===== config.mk =====
export PLATFORM = sky130hd
export DESIGN_NAME = dss_top
export DESIGN_NICKNAME = d
export VERILOG_FILES = /design/src/dss_pkg.sv /design/src/dss_top.sv /design/src/dss_qual.sv
export SDC_FILE = /design/constraint.sdc
export NUM_CORES = 1
export LEC_CHECK = 0
export BUFFER_PORTS_ARGS = -buffer_cell sky130_fd_sc_hd__buf_2
export CAP_MARGIN = 15
export CORE_ASPECT_RATIO = 2
export CORE_MARGIN = 2
export CORE_UTILIZATION = 60
export DETAILED_ROUTE_END_ITERATION = 12
export HOLD_SLACK_MARGIN = 0.03
export PLACE_DENSITY = 0.77
export SYNTH_ARGS = -nofsm -noshare
export SYNTH_HDL_FRONTEND = slang
export SYNTH_SLANG_ARGS = --single-unit
export TNS_END_PERCENT = 20

===== constraint.sdc =====
create_clock -name i_sys_clk -period 2.75 [get_ports i_sys_clk]
set_input_delay 0.55 -clock i_sys_clk [delete_from_list [all_inputs] [get_ports i_sys_clk]]
set_output_delay 0.55 -clock i_sys_clk [all_outputs]
set_load 0.005 [all_outputs]

===== src/dss_pkg.sv =====
// Package: constants and carrier types of the decoder status supervisor
package dss_pkg;

  // ****************************************
  // Timing
  // ****************************************
  localparam int CLK_HZ = 40000000;
  localparam int BLINK_HALF_MS = 250;
  localparam int BLINK_HALF_CYC = (CLK_HZ / 1000) * BLINK_HALF_MS;
  localparam int COMMS_ACTIVITY_LED_PULSE_MS = 50;
  localparam int COMMS_ACTIVITY_LED_PULSE_CYC = (CLK_HZ / 1000) * COMMS_ACTIVITY_LED_PULSE_MS;
  localparam int INIT_MS = 100;
  localparam int INIT_CYC = (CLK_HZ / 1000) * INIT_MS;
  localparam int QUAL_FIELDS = 4;

  // ****************************************
  // Register map
  // ****************************************
  localparam logic [3:0] ADDR_CTRL = 4'h0;
  localparam logic [3:0] ADDR_STATUS = 4'h1;
  localparam logic [3:0] ADDR_IRQ_STAT = 4'h2;
  localparam logic [3:0] ADDR_IRQ_CLR = 4'h3;
  localparam logic [3:0] ADDR_IRQ_EN = 4'h4;

  // CTRL fields
  localparam int CTRL_STD_BIT = 0;
  localparam int CTRL_DELAY_BIT = 1;
  localparam int CTRL_FREEZE_BIT = 2;
  localparam int CTRL_AUTO_BIT = 3;
  localparam int CTRL_FILTER_BIT = 4;
  localparam logic [4:0] CTRL_RESET = 5'h00;

  // Interrupt event bits
  localparam int IRQ_W = 4;
  localparam int IRQ_FAULT_BIT = 0;
  localparam int IRQ_VID_BIT = 1;
  localparam int IRQ_REF_BIT = 2;
  localparam int IRQ_INIT_BIT = 3;

  // ****************************************
  // Types
  // ****************************************
  typedef enum logic [1:0] {
    DSS_SRC_VIDEO = 2'b00,
    DSS_SRC_BLACK = 2'b01,
    DSS_SRC_FREEZE = 2'b10
  } dss_src_e;

  typedef enum logic [1:0] {
    DSS_TIM_LOCKED = 2'b00,
    DSS_TIM_FREERUN = 2'b01,
    DSS_TIM_DELAY = 2'b10,
    DSS_TIM_INPUT = 2'b11
  } dss_tim_e;

  typedef struct packed {
    logic fault;
    logic std_525;
    logic std_625;
    logic config_activity_led;
    logic comms_activity_led;
    logic filter;
    logic mode;
  } dss_led_s;

  typedef struct packed {
    logic vid_present;
    logic vid_is_625;
    logic ref_525;
    logic ref_625;
  } dss_det_s;

endpackage : dss_pkg


===== src/dss_top.sv =====
// Decoder status supervisor: indicators, output source and timing selection
// Operation
// - References are ignored unless the frame-sync submodule is fitted.
// - 525 reference comes from its own input; 625 reference from another.
// - Configuration LED lit during initialisation, off once it completes.
// - 525 LED lights on 525 input; 625 LED on 625 input.
// - Decoding standard comes only from the manual setting.
// - Input and matching reference present: fault off, LED steady, locked video.
// - Input or reference mismatch: fault flashes, LED steady, input's own timing.
// - Reference missing: fault and standard LED flash, delay timing forced.
// - No input: fault flashes, both standard LEDs off, output black or frozen.
// - Submodule fitted, no video: timed black, or last field with autofreeze.
// - Sync mode, video without reference: decoded video on delay timing.
// - Delay mode with submodule: no reference needed, video, or black or last field with autofreeze.
// - No submodule: decoded video when valid, black when absent.
// - Filter LED lit while cross-colour filtering is applied.
// - Mode LED lit only in automatic detection mode.
// - Communication LED pulses on control-path traffic.
// - Standard setting picks 525 or 625, defaulting to 525.
//
// Our own choices: the plain strobed port and the placing of the registers.
module dss_top #(
  parameter int BLINK_HALF_CYC = dss_pkg::BLINK_HALF_CYC,
  parameter int COMMS_ACTIVITY_LED_PULSE_CYC = dss_pkg::COMMS_ACTIVITY_LED_PULSE_CYC,
  parameter int INIT_CYC = dss_pkg::INIT_CYC,
  parameter int QUAL_FIELDS = dss_pkg::QUAL_FIELDS
) (
  // Clock and reset
  input wire logic i_sys_clk,
  input wire logic i_rst_n,
  // Register port
  input wire logic [3:0] i_addr,
  input wire logic [7:0] i_wdata,
  input wire logic i_wr,
  input wire logic i_rd,
  output logic [7:0] o_rdata,
  // Detection inputs from the video front end (asynchronous)
  input wire logic i_vid_present,
  input wire logic i_vid_is_625,
  input wire logic i_ref_525_present,
  input wire logic i_ref_625_present,
  input wire logic i_field,
  input wire logic i_fss_fitted,
  input wire logic i_filter_active,
  input wire logic i_comms_activity_led_traffic,
  // Indicators
  output logic o_power_good_led,
  output logic o_fault_led,
  output logic o_std_525_led,
  output logic o_std_625_led,
  output logic o_config_activity_led,
  output logic o_comms_activity_led,
  output logic o_filter_led,
  output logic o_mode_led,
  // Output selection
  output logic o_std_625,
  output logic [1:0] o_src,
  output logic [1:0] o_timing,
  // Interrupt
  output logic o_irq
);

  // ****************************************
  // Input synchronisers
  // ****************************************
  localparam int NSYNC = 8;

  logic [NSYNC-1:0] sync_in;
  logic [NSYNC-1:0] sync_a;
  logic [NSYNC-1:0] sync_b;

  // Front-end levels come from the video clock domain; two flops each
  assign sync_in = {
    i_vid_present,
    i_vid_is_625,
    i_ref_525_present,
    i_ref_625_present,
    i_field,
    i_fss_fitted,
    i_filter_active,
    i_comms_activity_led_traffic
  };

  always_ff @(posedge i_sys_clk) begin
    if (!i_rst_n) begin
      sync_a <= '0;
      sync_b <= '0;
    end else begin
      sync_a <= sync_in;
      sync_b <= sync_a;
    end
  end

  dss_pkg::dss_det_s raw;
  logic field_s;
  logic fss_s;
  logic filt_s;
  logic comms_activity_led_s;

  assign raw = sync_b[7:4];
  assign field_s = sync_b[3];
  assign fss_s = sync_b[2];
  assign filt_s = sync_b[1];
  assign comms_activity_led_s = sync_b[0];

  // ****************************************
  // Field qualification
  // ****************************************
  // One qualifier per detect level; field strobe edge paces them
  dss_pkg::dss_det_s qual;
  logic field_d;
  logic field_edge;

  assign field_edge = field_s & ~field_d;

  genvar g;
  generate
    for (g = 0; g < 4; g++) begin : g_qual
      dss_qual #(
        .FIELDS(QUAL_FIELDS)
      ) u_qual (
        .i_sys_clk(i_sys_clk),
        .i_rst_n(i_rst_n),
        .i_level(raw[g]),
        .i_field(field_edge),
        .o_level(qual[g])
      );
    end
  endgenerate

  // ****************************************
  // State
  // ****************************************
  typedef struct packed {
    logic field_d;
    logic comms_activity_led_d;
    logic [4:0] ctrl;
    logic [dss_pkg::IRQ_W-1:0] irq_stat;
    logic [dss_pkg::IRQ_W-1:0] irq_en;
    logic [31:0] blink_cnt;
    logic blink;
    logic [31:0] init_cnt;
    logic init_done;
    logic [31:0] comms_activity_led_cnt;
    logic [7:0] rdata;
    dss_pkg::dss_led_s led;
    logic std_625;
    logic [1:0] src;
    logic [1:0] timing;
    logic fault_q;
    logic vid_q;
    logic ref_q;
  } dss_top_s;

  dss_top_s r;
  dss_top_s next_r;

  assign field_d = r.field_d;

  logic man_625;
  logic delay_mode;
  logic freeze_en;
  logic ref_ok;
  logic ref_other;
  logic std_match;
  logic fault_now;
  logic [dss_pkg::IRQ_W-1:0] ev;
  // Status word padded to the full bus width
  logic [7:0] status_word;

  always_comb begin
    man_625 = r.ctrl[dss_pkg::CTRL_STD_BIT];
    delay_mode = r.ctrl[dss_pkg::CTRL_DELAY_BIT];
    freeze_en = r.ctrl[dss_pkg::CTRL_FREEZE_BIT];
    // Reference chosen by detected standard from its own input
    ref_ok = fss_s & (qual.vid_is_625 ? qual.ref_625 : qual.ref_525);
    ref_other = fss_s & (qual.vid_is_625 ? qual.ref_525 : qual.ref_625);
    std_match = (qual.vid_is_625 == man_625);
    fault_now = 1'b0;
    ev = '0;
    status_word = {1'b0, r.init_done, fss_s, r.fault_q, qual};
    next_r = r;
    next_r.field_d = field_s;
    next_r.comms_activity_led_d = comms_activity_led_s;
    next_r.rdata = 8'h00;

    // Common blink timebase
    // One counter for every flashing LED keeps fault and standard in phase
    if (r.blink_cnt >= 32'(BLINK_HALF_CYC - 1)) begin
      next_r.blink_cnt = 32'h0;
      next_r.blink = ~r.blink;
    end else begin
      next_r.blink_cnt = r.blink_cnt + 32'h1;
    end

    // Initialisation window
    // Counter stops once done, so init never restarts without a reset
    if (!r.init_done) begin
      if (r.init_cnt >= 32'(INIT_CYC - 1)) begin
        next_r.init_done = 1'b1;
        ev[dss_pkg::IRQ_INIT_BIT] = 1'b1;
      end else begin
        next_r.init_cnt = r.init_cnt + 32'h1;
      end
    end
    next_r.led.config_activity_led = ~r.init_done;

    // Communication stretch
    // Short bursts are stretched so they stay visible on the panel
    if (comms_activity_led_s && !r.comms_activity_led_d) begin
      next_r.comms_activity_led_cnt = 32'(COMMS_ACTIVITY_LED_PULSE_CYC);
    end else if (r.comms_activity_led_cnt != 32'h0) begin
      next_r.comms_activity_led_cnt = r.comms_activity_led_cnt - 32'h1;
    end
    next_r.led.comms_activity_led = (r.comms_activity_led_cnt != 32'h0);
    next_r.led.filter = filt_s;
    next_r.led.mode = r.ctrl[dss_pkg::CTRL_AUTO_BIT];

    // Status decision
    next_r.std_625 = man_625;
    if (!qual.vid_present) begin
      fault_now = 1'b1;
      next_r.led.std_525 = 1'b0;
      next_r.led.std_625 = 1'b0;
      if (fss_s && freeze_en) begin
        next_r.src = dss_pkg::DSS_SRC_FREEZE;
      end else begin
        next_r.src = dss_pkg::DSS_SRC_BLACK;
      end
      if (!fss_s || delay_mode) begin
        next_r.timing = dss_pkg::DSS_TIM_DELAY;
      end else begin
        next_r.timing = dss_pkg::DSS_TIM_LOCKED;
      end
    end else begin
      next_r.src = dss_pkg::DSS_SRC_VIDEO;
      // One standard LED follows the detected input
      if (qual.vid_is_625) begin
        next_r.led.std_525 = 1'b0;
        next_r.led.std_625 = 1'b1;
      end else begin
        next_r.led.std_525 = 1'b1;
        next_r.led.std_625 = 1'b0;
      end
      if (!fss_s) begin
        // No submodule: timing from input only
        next_r.timing = dss_pkg::DSS_TIM_INPUT;
        fault_now = ~std_match;
      end else if (!std_match || (ref_other && !ref_ok)) begin
        fault_now = 1'b1;
        next_r.timing = dss_pkg::DSS_TIM_INPUT;
      end else if (delay_mode) begin
        next_r.timing = dss_pkg::DSS_TIM_DELAY;
      end else if (!ref_ok) begin
        fault_now = 1'b1;
        // Matching reference missing: flash standard LED too
        if (qual.vid_is_625) begin
          next_r.led.std_625 = r.blink;
        end else begin
          next_r.led.std_525 = r.blink;
        end
        next_r.timing = dss_pkg::DSS_TIM_DELAY;
      end else begin
        next_r.timing = dss_pkg::DSS_TIM_LOCKED;
      end
    end
    next_r.led.fault = fault_now & r.blink;
    next_r.fault_q = fault_now;
    next_r.vid_q = qual.vid_present;
    next_r.ref_q = ref_ok;
    ev[dss_pkg::IRQ_FAULT_BIT] = fault_now & ~r.fault_q;
    ev[dss_pkg::IRQ_VID_BIT] = qual.vid_present ^ r.vid_q;
    ev[dss_pkg::IRQ_REF_BIT] = ref_ok ^ r.ref_q;

    // Register access; a new event wins over its clear
    if (i_wr) begin
      case (i_addr)
        dss_pkg::ADDR_CTRL: begin
          next_r.ctrl = i_wdata[4:0];
        end
        dss_pkg::ADDR_IRQ_CLR: begin
          next_r.irq_stat = r.irq_stat & ~i_wdata[dss_pkg::IRQ_W-1:0];
        end
        dss_pkg::ADDR_IRQ_EN: begin
          next_r.irq_en = i_wdata[dss_pkg::IRQ_W-1:0];
        end
        default: begin
          next_r.ctrl = r.ctrl;
        end
      endcase
    end
    next_r.irq_stat = next_r.irq_stat | ev;
    if (i_rd) begin
      case (i_addr)
        dss_pkg::ADDR_CTRL: begin
          next_r.rdata = {3'h0, r.ctrl};
        end
        dss_pkg::ADDR_STATUS: begin
          next_r.rdata = status_word;
        end
        dss_pkg::ADDR_IRQ_STAT: begin
          next_r.rdata = {4'h0, r.irq_stat};
        end
        dss_pkg::ADDR_IRQ_EN: begin
          next_r.rdata = {4'h0, r.irq_en};
        end
        default: begin
          next_r.rdata = 8'h00;
        end
      endcase
    end
  end

  always_ff @(posedge i_sys_clk) begin
    if (!i_rst_n) begin
      r <= '0;
      r.ctrl <= dss_pkg::CTRL_RESET;
      // Config LED lit from the very first cycle of initialisation
      r.led.config_activity_led <= 1'b1;
      // Black until the detectors have qualified an input
      r.src <= dss_pkg::DSS_SRC_BLACK;
    end else begin
      r <= next_r;
    end
  end

  // ****************************************
  // Outputs
  // ****************************************
  assign o_rdata = r.rdata;
  // Lit whenever the logic is powered and clocked
  assign o_power_good_led = 1'b1;
  assign o_fault_led = r.led.fault;
  assign o_std_525_led = r.led.std_525;
  assign o_std_625_led = r.led.std_625;
  assign o_config_activity_led = r.led.config_activity_led;
  assign o_comms_activity_led = r.led.comms_activity_led;
  assign o_filter_led = r.led.filter;
  assign o_mode_led = r.led.mode;
  assign o_std_625 = r.std_625;
  assign o_src = r.src;
  assign o_timing = r.timing;
  assign o_irq = |(r.irq_stat & r.irq_en);

endmodule : dss_top


===== src/dss_qual.sv =====
// Field-count qualifier: a level must hold for several fields before it is accepted
module dss_qual #(
  parameter int FIELDS = dss_pkg::QUAL_FIELDS
) (
  // Clock and reset
  input wire logic i_sys_clk,
  input wire logic i_rst_n,
  // Raw level and field strobe
  input wire logic i_level,
  input wire logic i_field,
  // Qualified level
  output logic o_level
);

  typedef struct packed {
    logic [7:0] cnt;
    logic q;
  } dss_qual_s;

  dss_qual_s r;
  dss_qual_s next_r;

  always_comb begin
    next_r = r;
    if (i_level == r.q) begin
      next_r.cnt = 8'h00;
    end else if (i_field) begin
      if (r.cnt == 8'(FIELDS - 1)) begin
        next_r.q = i_level;
        next_r.cnt = 8'h00;
      end else begin
        next_r.cnt = r.cnt + 8'h01;
      end
    end
  end

  always_ff @(posedge i_sys_clk) begin
    if (!i_rst_n) begin
      r <= '0;
    end else begin
      r <= next_r;
    end
  end

  assign o_level = r.q;

endmodule : dss_qual


==> impl_metrics.csv, run 1 <==
group,metric,value,unit
routing,ant_nets,0,
finish,fin_area,0.00887,mm^2
timing,finalClockSkew,0.0109,ns
timing,finalCritPeriodShare,94.5,%
place,dp_hpwl,12.2,mm
synth,ys_seq_area_share,47.3,%
routing,via_per_inst,5.96,
synth,synthArstFlopShare,0,%
finish,seqCellArea,0.00374,mm^2
synth,netlist_instances,885,
synth,yosys.area.top_type_share,47.3,%
critical_path,worstPathRequired,3.08,ns
synth,synth_warnings,0,
finish,drive_above_1_share,10.6,%
timing,fmax,385,MHz
synth,avgSynthCellArea,8.94,um^2
clocking,cts_setup_buffers,0,
synth,netlist_area,0.00791,mm^2
place,placed_cell_area,0.00825,mm^2
floorplanning,core_area,0.0129,mm^2
clocking,cts_tree,"built",
routing,drt-initial-drc-count,256,
critical_path,worstSetupPathType,"reg -> reg",
clocking,cts_sinks,187,
grt,overflow,0,
clocking,clockBufferDepth,2,
place,placed_cells,1057,
clocking,clkTransAtPathRegs,0.07,ns
critical_path,crit_fanout,13,
timing,slew_headroom,54.7,%
finish,syn_to_final_growth,12.0,%
synth,yosysMostFrequentCell,"dfxtp_1",
pwr,total_power,7480,uW
grt,grt_max_degree,51,
place,port_buffers,40,
synth,synth_flop_cell,"dfxtp_1",
flow_run,max_cap_viol_count,0,
timing,hold_viol,0,
synth,synthDistinctLibCells,58,
clocking,cts-root-buf,"clkbuf_16",
critical_path,cp-start-kind,"flip-flop",
finish,nFillCells,1009,
synth,synth_edf_count,0,
finish,multiInputGateArea,0.00392,mm^2
finish,nNetsFinal,957,
floorplanning,start_util,61.2,%
critical_path,cp-end-kind,"flip-flop",
clocking,ctsHoldBuffers,0,
grt,grt_usage,25.1,%
critical_path,reg2reg_from,"r[41]",
grt,antenna_found_initial,0,
synth,ys_ff_latch,187,
routing,drt-total-wl,17.0,mm
finish,antenna_cells,0,
status,status,"complete, no violations",
synth,yosys.area.top_type,"dfxtp_1",
timing,min_period,2.60,ns
synth,ys_top_cells_by_area,"dfxtp_1, nor2_1, xor2_1, and2_1, nand2_1",
routing,wl_per_cell,15.6,um
timing,slew_violations,0,
critical_path,critPathArrivalTime,2.93,ns
hold_path,min_from,"i_vid_is_625",
pwr,vdd_drop_max,1290,uV
synth,netlist_top_cells_count,"dfxtp_1, nor2_1, nand2_1",
clocking,clk_latency,0.43,ns
routing,vias,6493,
grt,grt_pass1_vias,6527,
floorplanning,fp.dieH,166,um
hold_path,hp-class,"in -> reg",
timing,setup_viol,0,
critical_path,crit_path_start,"r[41]",
grt,grt_pass1_wl,29.2,mm
floorplanning,die_x,85.2,um
timing,rsz0062_at_grt,"no",
routing,drc_errors,0,
timing,tns,0,ns
clocking,h-tree-depth,4,
place,globalplace.congestion,0.899,
finish,fin_cells,1090,
routing,firstDrtPassIters,5,
timing,worst_pin_slew,0.676,ns
floorplanning,ios,46,
pwr,power_leakage,0.00333,uW
clocking,cts_buffers,17,
floorplanning,row_count,59,
floorplanning,die_area,0.0142,mm^2
pwr,pwr_density_cell,844,mW/mm^2
[path summary, 6_finish.rpt]
kind,slack (ns),cells past startpoint,endpoint
setup / recovery,0.15,6,r[35]
hold / removal,0.33,2,sync_a[6]
setup reg to reg,0.15,6,r[35]
hold reg to reg,0.43,1,sync_b[6]
[stage by stage]
step                      hold WS, ns  setup WS [ns]  utilization (%)
after floorplan                 0.409          0.295                -
after global placement          0.415          0.270             63.9
after detailed placement        0.424          0.156             63.9
after CTS                       0.313          0.143             68.5
after global routing            0.315         0.0336             68.6
final                           0.325          0.150             68.6
[routing by layer]
metal  global-route usage, %  routed length (um)  part of all wire (%)
met1                    26.3                6250                    37
met5                       0                   0                     0
met4                    12.8                 709                   4.2
met3                    4.72                 627                   3.7
met2                    46.2                9430                    55
[where the power goes]
group / switching, uW / internal, uW
clock: 1090 / 1340
combinational: 1170 / 738
sequential: 212 / 2930
total: 2470 / 5010
[worst max-delay path, cell delays in order (launching register included)]
cell and delay, ns:
dfxtp_1 0.37, or4_4 0.56, or4_1 0.54, buf_4 0.22
nor3_1 0.47, o21ai_0 0.17, and2_1 0.18
[layout make-up]
cell class,count,share of cell area (%)
multi-input cells,643,44.2
flip-flops and latches,187,42.2
clock buffers,19,5.11
repair buffers,58,3.90
well taps,152,2.15
clock inverters,13,1.64
inverters,18,0.762
[cell usage in the layout (no fill, tap or decap), drive strengths merged, types with 4 or more instances in the layout]
cell type / netlist / layout
xnor2: 26 / 26
inv: 17 / 25
a31oi: 5 / 5
or4: 25 / 25
nand3: 32 / 32
o311ai: 4 / 4
a21oi: 42 / 42
o21a: 8 / 8
o21ai: 27 / 27
xor2: 43 / 43
clkbuf: 29 / 19
conb: 2 / 10
nand4: 22 / 22
or2: 4 / 4
and2: 41 / 41
mux2i: 19 / 19
nand2b: 5 / 5
or3: 29 / 29
a211oi: 6 / 6
nor2b: 6 / 6
nor4: 12 / 12
ha: 8 / 8
nor2: 110 / 110
dfxtp: 187 / 187
a32oi: 4 / 4
nor3: 20 / 20
nand2: 67 / 67
and4: 8 / 8
buf: 16 / 58
and3: 8 / 8
o31ai: 16 / 16
[what timing repair did]
item                       in CTS  in global routing
gates resized for setup         0                  4
hold endpoints to repair        0                  0
setup endpoints to repair       0                  5
[logic make-up (layout without fill, tap and decap cells)]
family / count (synthesis) / count (layout) / share of synthesized area, %
AOI/OAI and AO/OA: 134 / 134 / 10.9
xor gates and xnor gates: 69 / 69 / 7.64
adders and majority gates: 9 / 9 / 1.39
buffers and inverters: 63 / 108 / 3.68
DFF: 187 / 187 / 47.3
muxes: 21 / 21 / 2.69
other: 2 / 10 / 0.0949
and+or+nand+nor: 400 / 400 / 26.2
[sequential cells by signal, summed over array words and instances, names as in the netlist, 2 cells and up]
| name | cells |
|---|---|
| o_src | 2 |
| r | 111 |
| g_qual.u_qual.o_level | 4 |
| sync_a | 8 |
| o_timing | 2 |
| o_rdata | 7 |
| g_qual.u_qual.r | 32 |
| sync_b | 8 |
Power figures use the tool's default switching activity.
==> run 2: changes to the inputs <==
--- a/config.mk
+++ b/config.mk
@@ -5,14 +5,16 @@
 export SDC_FILE = /design/constraint.sdc
 export NUM_CORES = 1
 export LEC_CHECK = 0
+export ABC_AREA = 1
 export BUFFER_PORTS_ARGS = -buffer_cell sky130_fd_sc_hd__buf_2
 export CAP_MARGIN = 15
 export CORE_ASPECT_RATIO = 2
 export CORE_MARGIN = 2
-export CORE_UTILIZATION = 60
+export CORE_UTILIZATION = 61
 export DETAILED_ROUTE_END_ITERATION = 12
 export HOLD_SLACK_MARGIN = 0.03
-export PLACE_DENSITY = 0.77
+export PLACE_DENSITY = 0.78
+export RECOVER_POWER = 25
 export SYNTH_ARGS = -nofsm -noshare
 export SYNTH_HDL_FRONTEND = slang
 export SYNTH_SLANG_ARGS = --single-unit
==> run 2 against run 1 <==
The run now ends with capacitance limit, slew limit left. Clock power is essentially flat. Fmax grew 25%. Register-to-register slack better by 0.64 ns. Flip-flop and latch count did not move. Global-route usage grew 1.3 points. Total power rose by 1.0%. Via count rose by 16%. Cell count rose by 33%. Sequential power about the same. Worst hold slack got worse by 0.035 ns. Critical path type is now in -> reg. Critical endpoint is now g_qual[1].u_qual.r[8]. Largest power group unchanged.
==> impl_metrics.csv, run 2 <==
group,metric,value,unit
status,status,"finished with violations",
status,violations,"capacitance limit, slew limit",
finish,nFillCells,1227,
clocking,clkTransAtPathRegs,0.08,ns
synth,ys_seq_area_share,43.5,%
finish,multiInputGateArea,0.00416,mm^2
place,globalplace.congestion,0.962,
synth,ys_top_cells_by_area,"dfxtp_1, nand2_1, nor2_1, inv_1, xnor2_1",
finish,final_cell_mix,"nand2_1, nor2_1, dfxtp_1, inv_1, a21oi_1",
grt,grt_pass1_wl,31.4,mm
pwr,intPower,4940,uW
finish,final_common_cell,"nand2_1",
timing,worst_pin_slew,1.51,ns
pwr,power_leakage,0.00397,uW
floorplanning,fp.dieH,172,um
clocking,cts-root-buf,"clkbuf_16",
critical_path,r2r-end,"r[67]",
grt,grt_max_degree,31,
synth,synthDistinctLibCells,42,
routing,drt-total-wl,19.1,mm
timing,fmax,482,MHz
floorplanning,row_count,61,
synth,ys_ff_latch,187,
routing,vias,7547,
synth,yosys.area.top_type_share,43.5,%
floorplanning,die_x,88.0,um
timing,rsz0062_at_grt,"no",
hold_path,hp-class,"in -> reg",
finish,drive_above_1_share,8.29,%
critical_path,crit_top_cell,"clkbuf_1",
critical_path,reg2reg_from,"r[56]",
critical_path,rr_worst_depth,9,
flow_run,max_cap_viol_count,1,
critical_path,critPathArrivalTime,2.44,ns
clocking,ctsHoldBuffers,0,
floorplanning,ios,46,
synth,netlist_area,0.00861,mm^2
finish,fin_cells,1455,
timing,setup_viol,0,
routing,wl_per_cell,13.1,um
clocking,h-tree-depth,4,
critical_path,crit_fanout,16,
clocking,cts_sinks,187,
synth,netlist_instances,1216,
grt,overflow,0,
pwr,power_frac_seq,41.2,%
timing,min_period,2.07,ns
synth,synth_flop_cell,"dfxtp_1",
timing,finalCritPeriodShare,75.4,%
floorplanning,die_area,0.0151,mm^2
critical_path,crit_slowest_cell,"clkbuf_1",
finish,top_register,"r",
pwr,power_frac_comb,26.5,%
timing,slew_violations,30,
pwr,vdd_drop_max,1010,uV
timing,tns,0,ns
clocking,cts_tree,"built",
routing,via_per_inst,5.19,
critical_path,crit_end,"g_qual[1].u_qual.r[8]",
synth,synth_edf_count,0,
pwr,pwr_density_cell,798,mW/mm^2
critical_path,crit_cells,7,
critical_path,cp-end-kind,"flip-flop",
critical_path,worstSetupPathType,"in -> reg",
routing,drc_errors,0,
critical_path,crit_path_start,"i_rst_n",
synth,avgSynthCellArea,7.08,um^2
place,dp_hpwl,14.4,mm
clocking,cts_setup_buffers,0,
timing,whs,0.291,ns
critical_path,worstPathRequired,3.12,ns
floorplanning,start_util,62.3,%
finish,syn_to_final_growth,10.0,%
pwr,switching_share,34.7,%
critical_path,crit_chain,"clkbuf_1 -> clkbuf_1 -> nand3_1 -> inv_1 -> o21ai_0 -> o21bai_1 -> a21oi_1",
clocking,cts_buffers,17,
floorplanning,core_area,0.0138,mm^2
critical_path,cp-start-kind,"primary input",
timing,slew_headroom,-0.433,%
clocking,clk_latency,0.44,ns
place,placed_cells,1423,
timing,hold_viol,0,
pwr,power_frac_clock,32.3,%
timing,finalClockSkew,0.0119,ns
critical_path,critical-path-top-delay-family,"buffers and inverters",
finish,largest_register_ffs,111,
finish,antenna_cells,0,
place,port_buffers,40,
finish,top_regs,"r (111), g_qual.u_qual.r (32)",
critical_path,regToRegSetupSlack,0.79,ns
critical_path,worst-path-buf-inv,3,
grt,antenna_found_initial,1,
finish,nNetsFinal,1285,
clocking,clockBufferDepth,2,
pwr,power_switching,2620,uW
synth,yosys.area.top_type,"dfxtp_1",
routing,firstDrtPassIters,5,
grt,grt_usage,26.4,%
routing,drt-initial-drc-count,367,
synth,synthArstFlopShare,0,%
synth,netlist_top_cells_count,"nand2_1, nor2_1, dfxtp_1",
synth,synth_warnings,0,
critical_path,max_stage_delay,0.59,ns
grt,grt_pass1_vias,7246,
synth,yosysMostFrequentCell,"nand2_1",
finish,seqCellArea,0.00374,mm^2
routing,ant_nets,0,
clocking,cts-resized-gates,0,
-- run 2: per-stage QoR --
step / worst slack [ns] / area (um^2) / utilization (%) / power (uW)
2_1_floorplan: 1.15 / 8640 / - / 4690
3_3_place_gp: 0.848 / 8900 / 64.5 / 5110
3_5_place_dp: 0.838 / 8900 / 64.5 / 5140
4_1_cts: 0.826 / 9490 / 68.7 / 7600
5_1_grt: 0.495 / 9470 / 68.5 / 8020
6_report: 0.675 / 9470 / 68.5 / 7560
-- run 2: area by class of cell --
class | instances | area share, %
clock buffers | 18 | 4.64
repair buffers | 48 | 2.54
inverters | 135 | 5.36
well taps | 189 | 2.50
flip-flops and latches | 187 | 39.5
clock inverters | 14 | 1.53
multi-input cells | 864 | 43.9
-- run 2: worst reg2reg max path, stage by stage (launching register included) --
cell and delay (ns):
dfxtp_1 0.44, ha_1 0.38, nand3_2 0.18, clkinv_2 0.12, nand3_2 0.08, nand2_2 0.08
nand2_4 0.10, nand3_4 0.24, nand2_1 0.09, a21oi_1 0.16
-- run 2: worst min path at each step --
stage / start / endpoint / slack, ns / cells after the start
after floorplan: sync_b[1] / o_filter_led / 0.39 / 2
after global placement: sync_a[0] / sync_b[0] / 0.40 / 2
after detailed placement: sync_a[0] / sync_b[0] / 0.41 / 2
after CTS: i_ref_625_present / sync_a[4] / 0.29 / 3
after global routing: i_comms_activity_led_traffic / sync_a[0] / 0.29 / 3
final: i_fss_fitted / sync_a[2] / 0.29 / 3
-- run 2: logic make-up (layout without fill, tap and decap cells) --
kind of cell,Yosys count,in the layout,share of synthesized area [%]
AND/OR/NAND/NOR,679,679,33.7
flip-flops,187,187,43.5
buffers and inverters,173,215,8.55
AO/OA/AOI/OAI,114,114,7.62
XOR/XNOR,53,53,5.39
adder cells (fa/ha/maj),8,8,1.16
other,2,10,0.0873
-- run 2: power by group through the flow --
stage / registers [uW] / logic, uW / clock network [uW]
floorplan: 3110 / 1580 / 0
global placement: 3160 / 1950 / 0
detailed placement: 3170 / 1970 / 0
CTS: 3110 / 2000 / 2490
global route: 3130 / 2290 / 2590
finish: 3110 / 2000 / 2440
-- run 2: layer usage --
metal,up-vias,global-route usage (%),routed length [um]
li1,3910,-,-
met1,3422,25.9,7130
met2,135,49.4,10400
met3,78,4.25,456
met4,2,16.9,1100
met5,-,0,13
==> run 3: changes to the inputs <==
==> constraint.sdc (replaced) <==
create_clock -name i_sys_clk -period 2.1 [get_ports i_sys_clk]
set_input_delay 0.42 -clock i_sys_clk [delete_from_list [all_inputs] [get_ports i_sys_clk]]
set_output_delay 0.42 -clock i_sys_clk [all_outputs]
set_load 0.005 [all_outputs]
==> run 3 against run 2 <==
The run now ends clean. Total power rose by 31%. Routed wire length rose by 2.6%. Via count rose by 0.25%. Worst hold slack got worse by 0.13 ns. Largest power group unchanged. Die area did not move. Utilization rose by 0.48 points. Clock-buffer cell count rose by 2. Clock skew fell by 0.0021 ns. Cell count rose by 0.34%.
==> impl_metrics.csv, run 3 (synthesized netlist as in run 2, its figures left out) <==
group,metric,value,unit
finish,seqCellArea,0.00374,mm^2
finish,top_regs,"r (111), g_qual.u_qual.r (32)",
grt,grt_pass1_vias,7499,
floorplanning,core_area,0.0138,mm^2
floorplanning,die_area,0.0151,mm^2
timing,fmax,565,MHz
timing,slew_headroom,57.2,%
grt,antenna_found_initial,0,
floorplanning,row_count,61,
critical_path,crit_fanout,16,
timing,setup_viol,0,
grt,grt_pass1_wl,32.7,mm
routing,firstDrtPassIters,5,
place,placed_cells,1428,
place,dp_hpwl,14.6,mm
finish,final_common_cell,"nand2_1",
timing,worst_pin_slew,0.636,ns
timing,slew_violations,0,
timing,hold_viol,0,
status,status,"complete, no violations",
critical_path,worstSetupPathType,"reg -> reg",
clocking,h-tree-depth,4,
timing,rsz0062_at_grt,"no",
flow_run,max_cap_viol_count,0,
floorplanning,fp.dieH,172,um
clocking,cts-resized-gates,0,
routing,drc_errors,0,
finish,multiInputGateArea,0.00416,mm^2
routing,vias,7566,
clocking,ctsHoldBuffers,0,
routing,via_per_inst,5.18,
pwr,vdd_drop_max,982,uV
finish,nFillCells,1217,
floorplanning,die_x,88.0,um
place,port_buffers,40,
timing,finalClockSkew,0.00988,ns
grt,overflow,0,
pwr,power_leakage,0.00400,uW
grt,grt_max_degree,43,
finish,final_cell_mix,"nand2_1, nor2_1, dfxtp_1, inv_1, a21oi_1",
floorplanning,ios,46,
clocking,cts_buffers,17,
critical_path,critPathArrivalTime,2.14,ns
clocking,clkTransAtPathRegs,0.07,ns
finish,top_register,"r",
critical_path,worstPathRequired,2.47,ns
finish,fin_cells,1460,
clocking,clockBufferDepth,2,
pwr,pwr_density_cell,1040,mW/mm^2
hold_path,hp-class,"in -> reg",
critical_path,cp-start-kind,"flip-flop",
critical_path,cp-end-kind,"flip-flop",
routing,drt-total-wl,19.6,mm
timing,min_period,1.77,ns
routing,wl_per_cell,13.4,um
finish,syn_to_final_growth,10.8,%
floorplanning,start_util,62.3,%
clocking,cts_setup_buffers,0,
grt,grt_usage,27.5,%
finish,antenna_cells,0,
clocking,clk_latency,0.43,ns
routing,drt-initial-drc-count,404,
finish,largest_register_ffs,111,
clocking,cts_tree,"built",
place,globalplace.congestion,0.942,
timing,tns,0,ns
finish,drive_above_1_share,8.50,%
routing,ant_nets,0,
clocking,cts_sinks,187,
timing,finalCritPeriodShare,84.2,%
finish,nNetsFinal,1290,
clocking,cts-root-buf,"clkbuf_16",
-- run 3: cell types whose count changed in the layout (fill, tap and decap cells not counted), moves of 2 or more --
| cell | previous run | this run |
|---|---|---|
| buf_12 | 0 | 2 |
| buf_4 | 3 | 7 |
| clkbuf_1 | 6 | 8 |
| clkinv_4 | 1 | 4 |
| inv_6 | 9 | 3 |
| inv_8 | 2 | 0 |
-- run 3: critical path, stage by stage, from the launching register on --
cell	delay [ns]
dfxtp_1	0.36
ha_1	0.27
nand3_2	0.13
clkinv_2	0.11
nand3_2	0.09
nand2_2	0.07
nand2_4	0.12
nand2_4	0.08
nor2_8	0.22
nand2_1	0.13
a21oi_2	0.12
-- run 3: power by group --
group	internal (uW)	switching (uW)
clock network	1800	1390
logic	962	1670
registers	3820	263
total	6580	3320
-- run 3: final timing paths --
path | startpoint | end | slack (ns) | cells after the start
max | r[56] | r[70] | 0.33 | 10
min | i_comms_activity_led_traffic | sync_a[0] | 0.16 | 3
max reg2reg | r[56] | r[70] | 0.33 | 10
min reg2reg | sync_a[5] | sync_b[5] | 0.41 | 2
-- run 3: cell type report --
type	count	area share, %
Clock inverter	12	1.46
Timing Repair Buffer	53	3.20
Clock buffer	20	4.68
Multi-Input combinational cell	864	43.6
Tap cell	189	2.48
Sequential cell	187	39.3
Inverter	135	5.33
-- run 3: per-layer routing --
metal  routed length, um  GRT usage, %
met1                6910          25.7
met2               10900          52.9
met3                 643          4.63
met4                1110          17.3
met5                   0             0
-- run 3: per-stage QoR --
step           util, %  hold slack (ns)  total power (uW)  setup WS, ns  area, um^2
2_1_floorplan        -            0.390              6150         0.497        8640
3_3_place_gp      64.9            0.395              6700         0.348        8970
3_5_place_dp      64.9            0.397              6740         0.303        8970
4_1_cts           69.2            0.156              9940         0.337        9550
5_1_grt           69.0            0.166             10500         0.179        9540
6_report          69.0            0.164              9900         0.332        9540
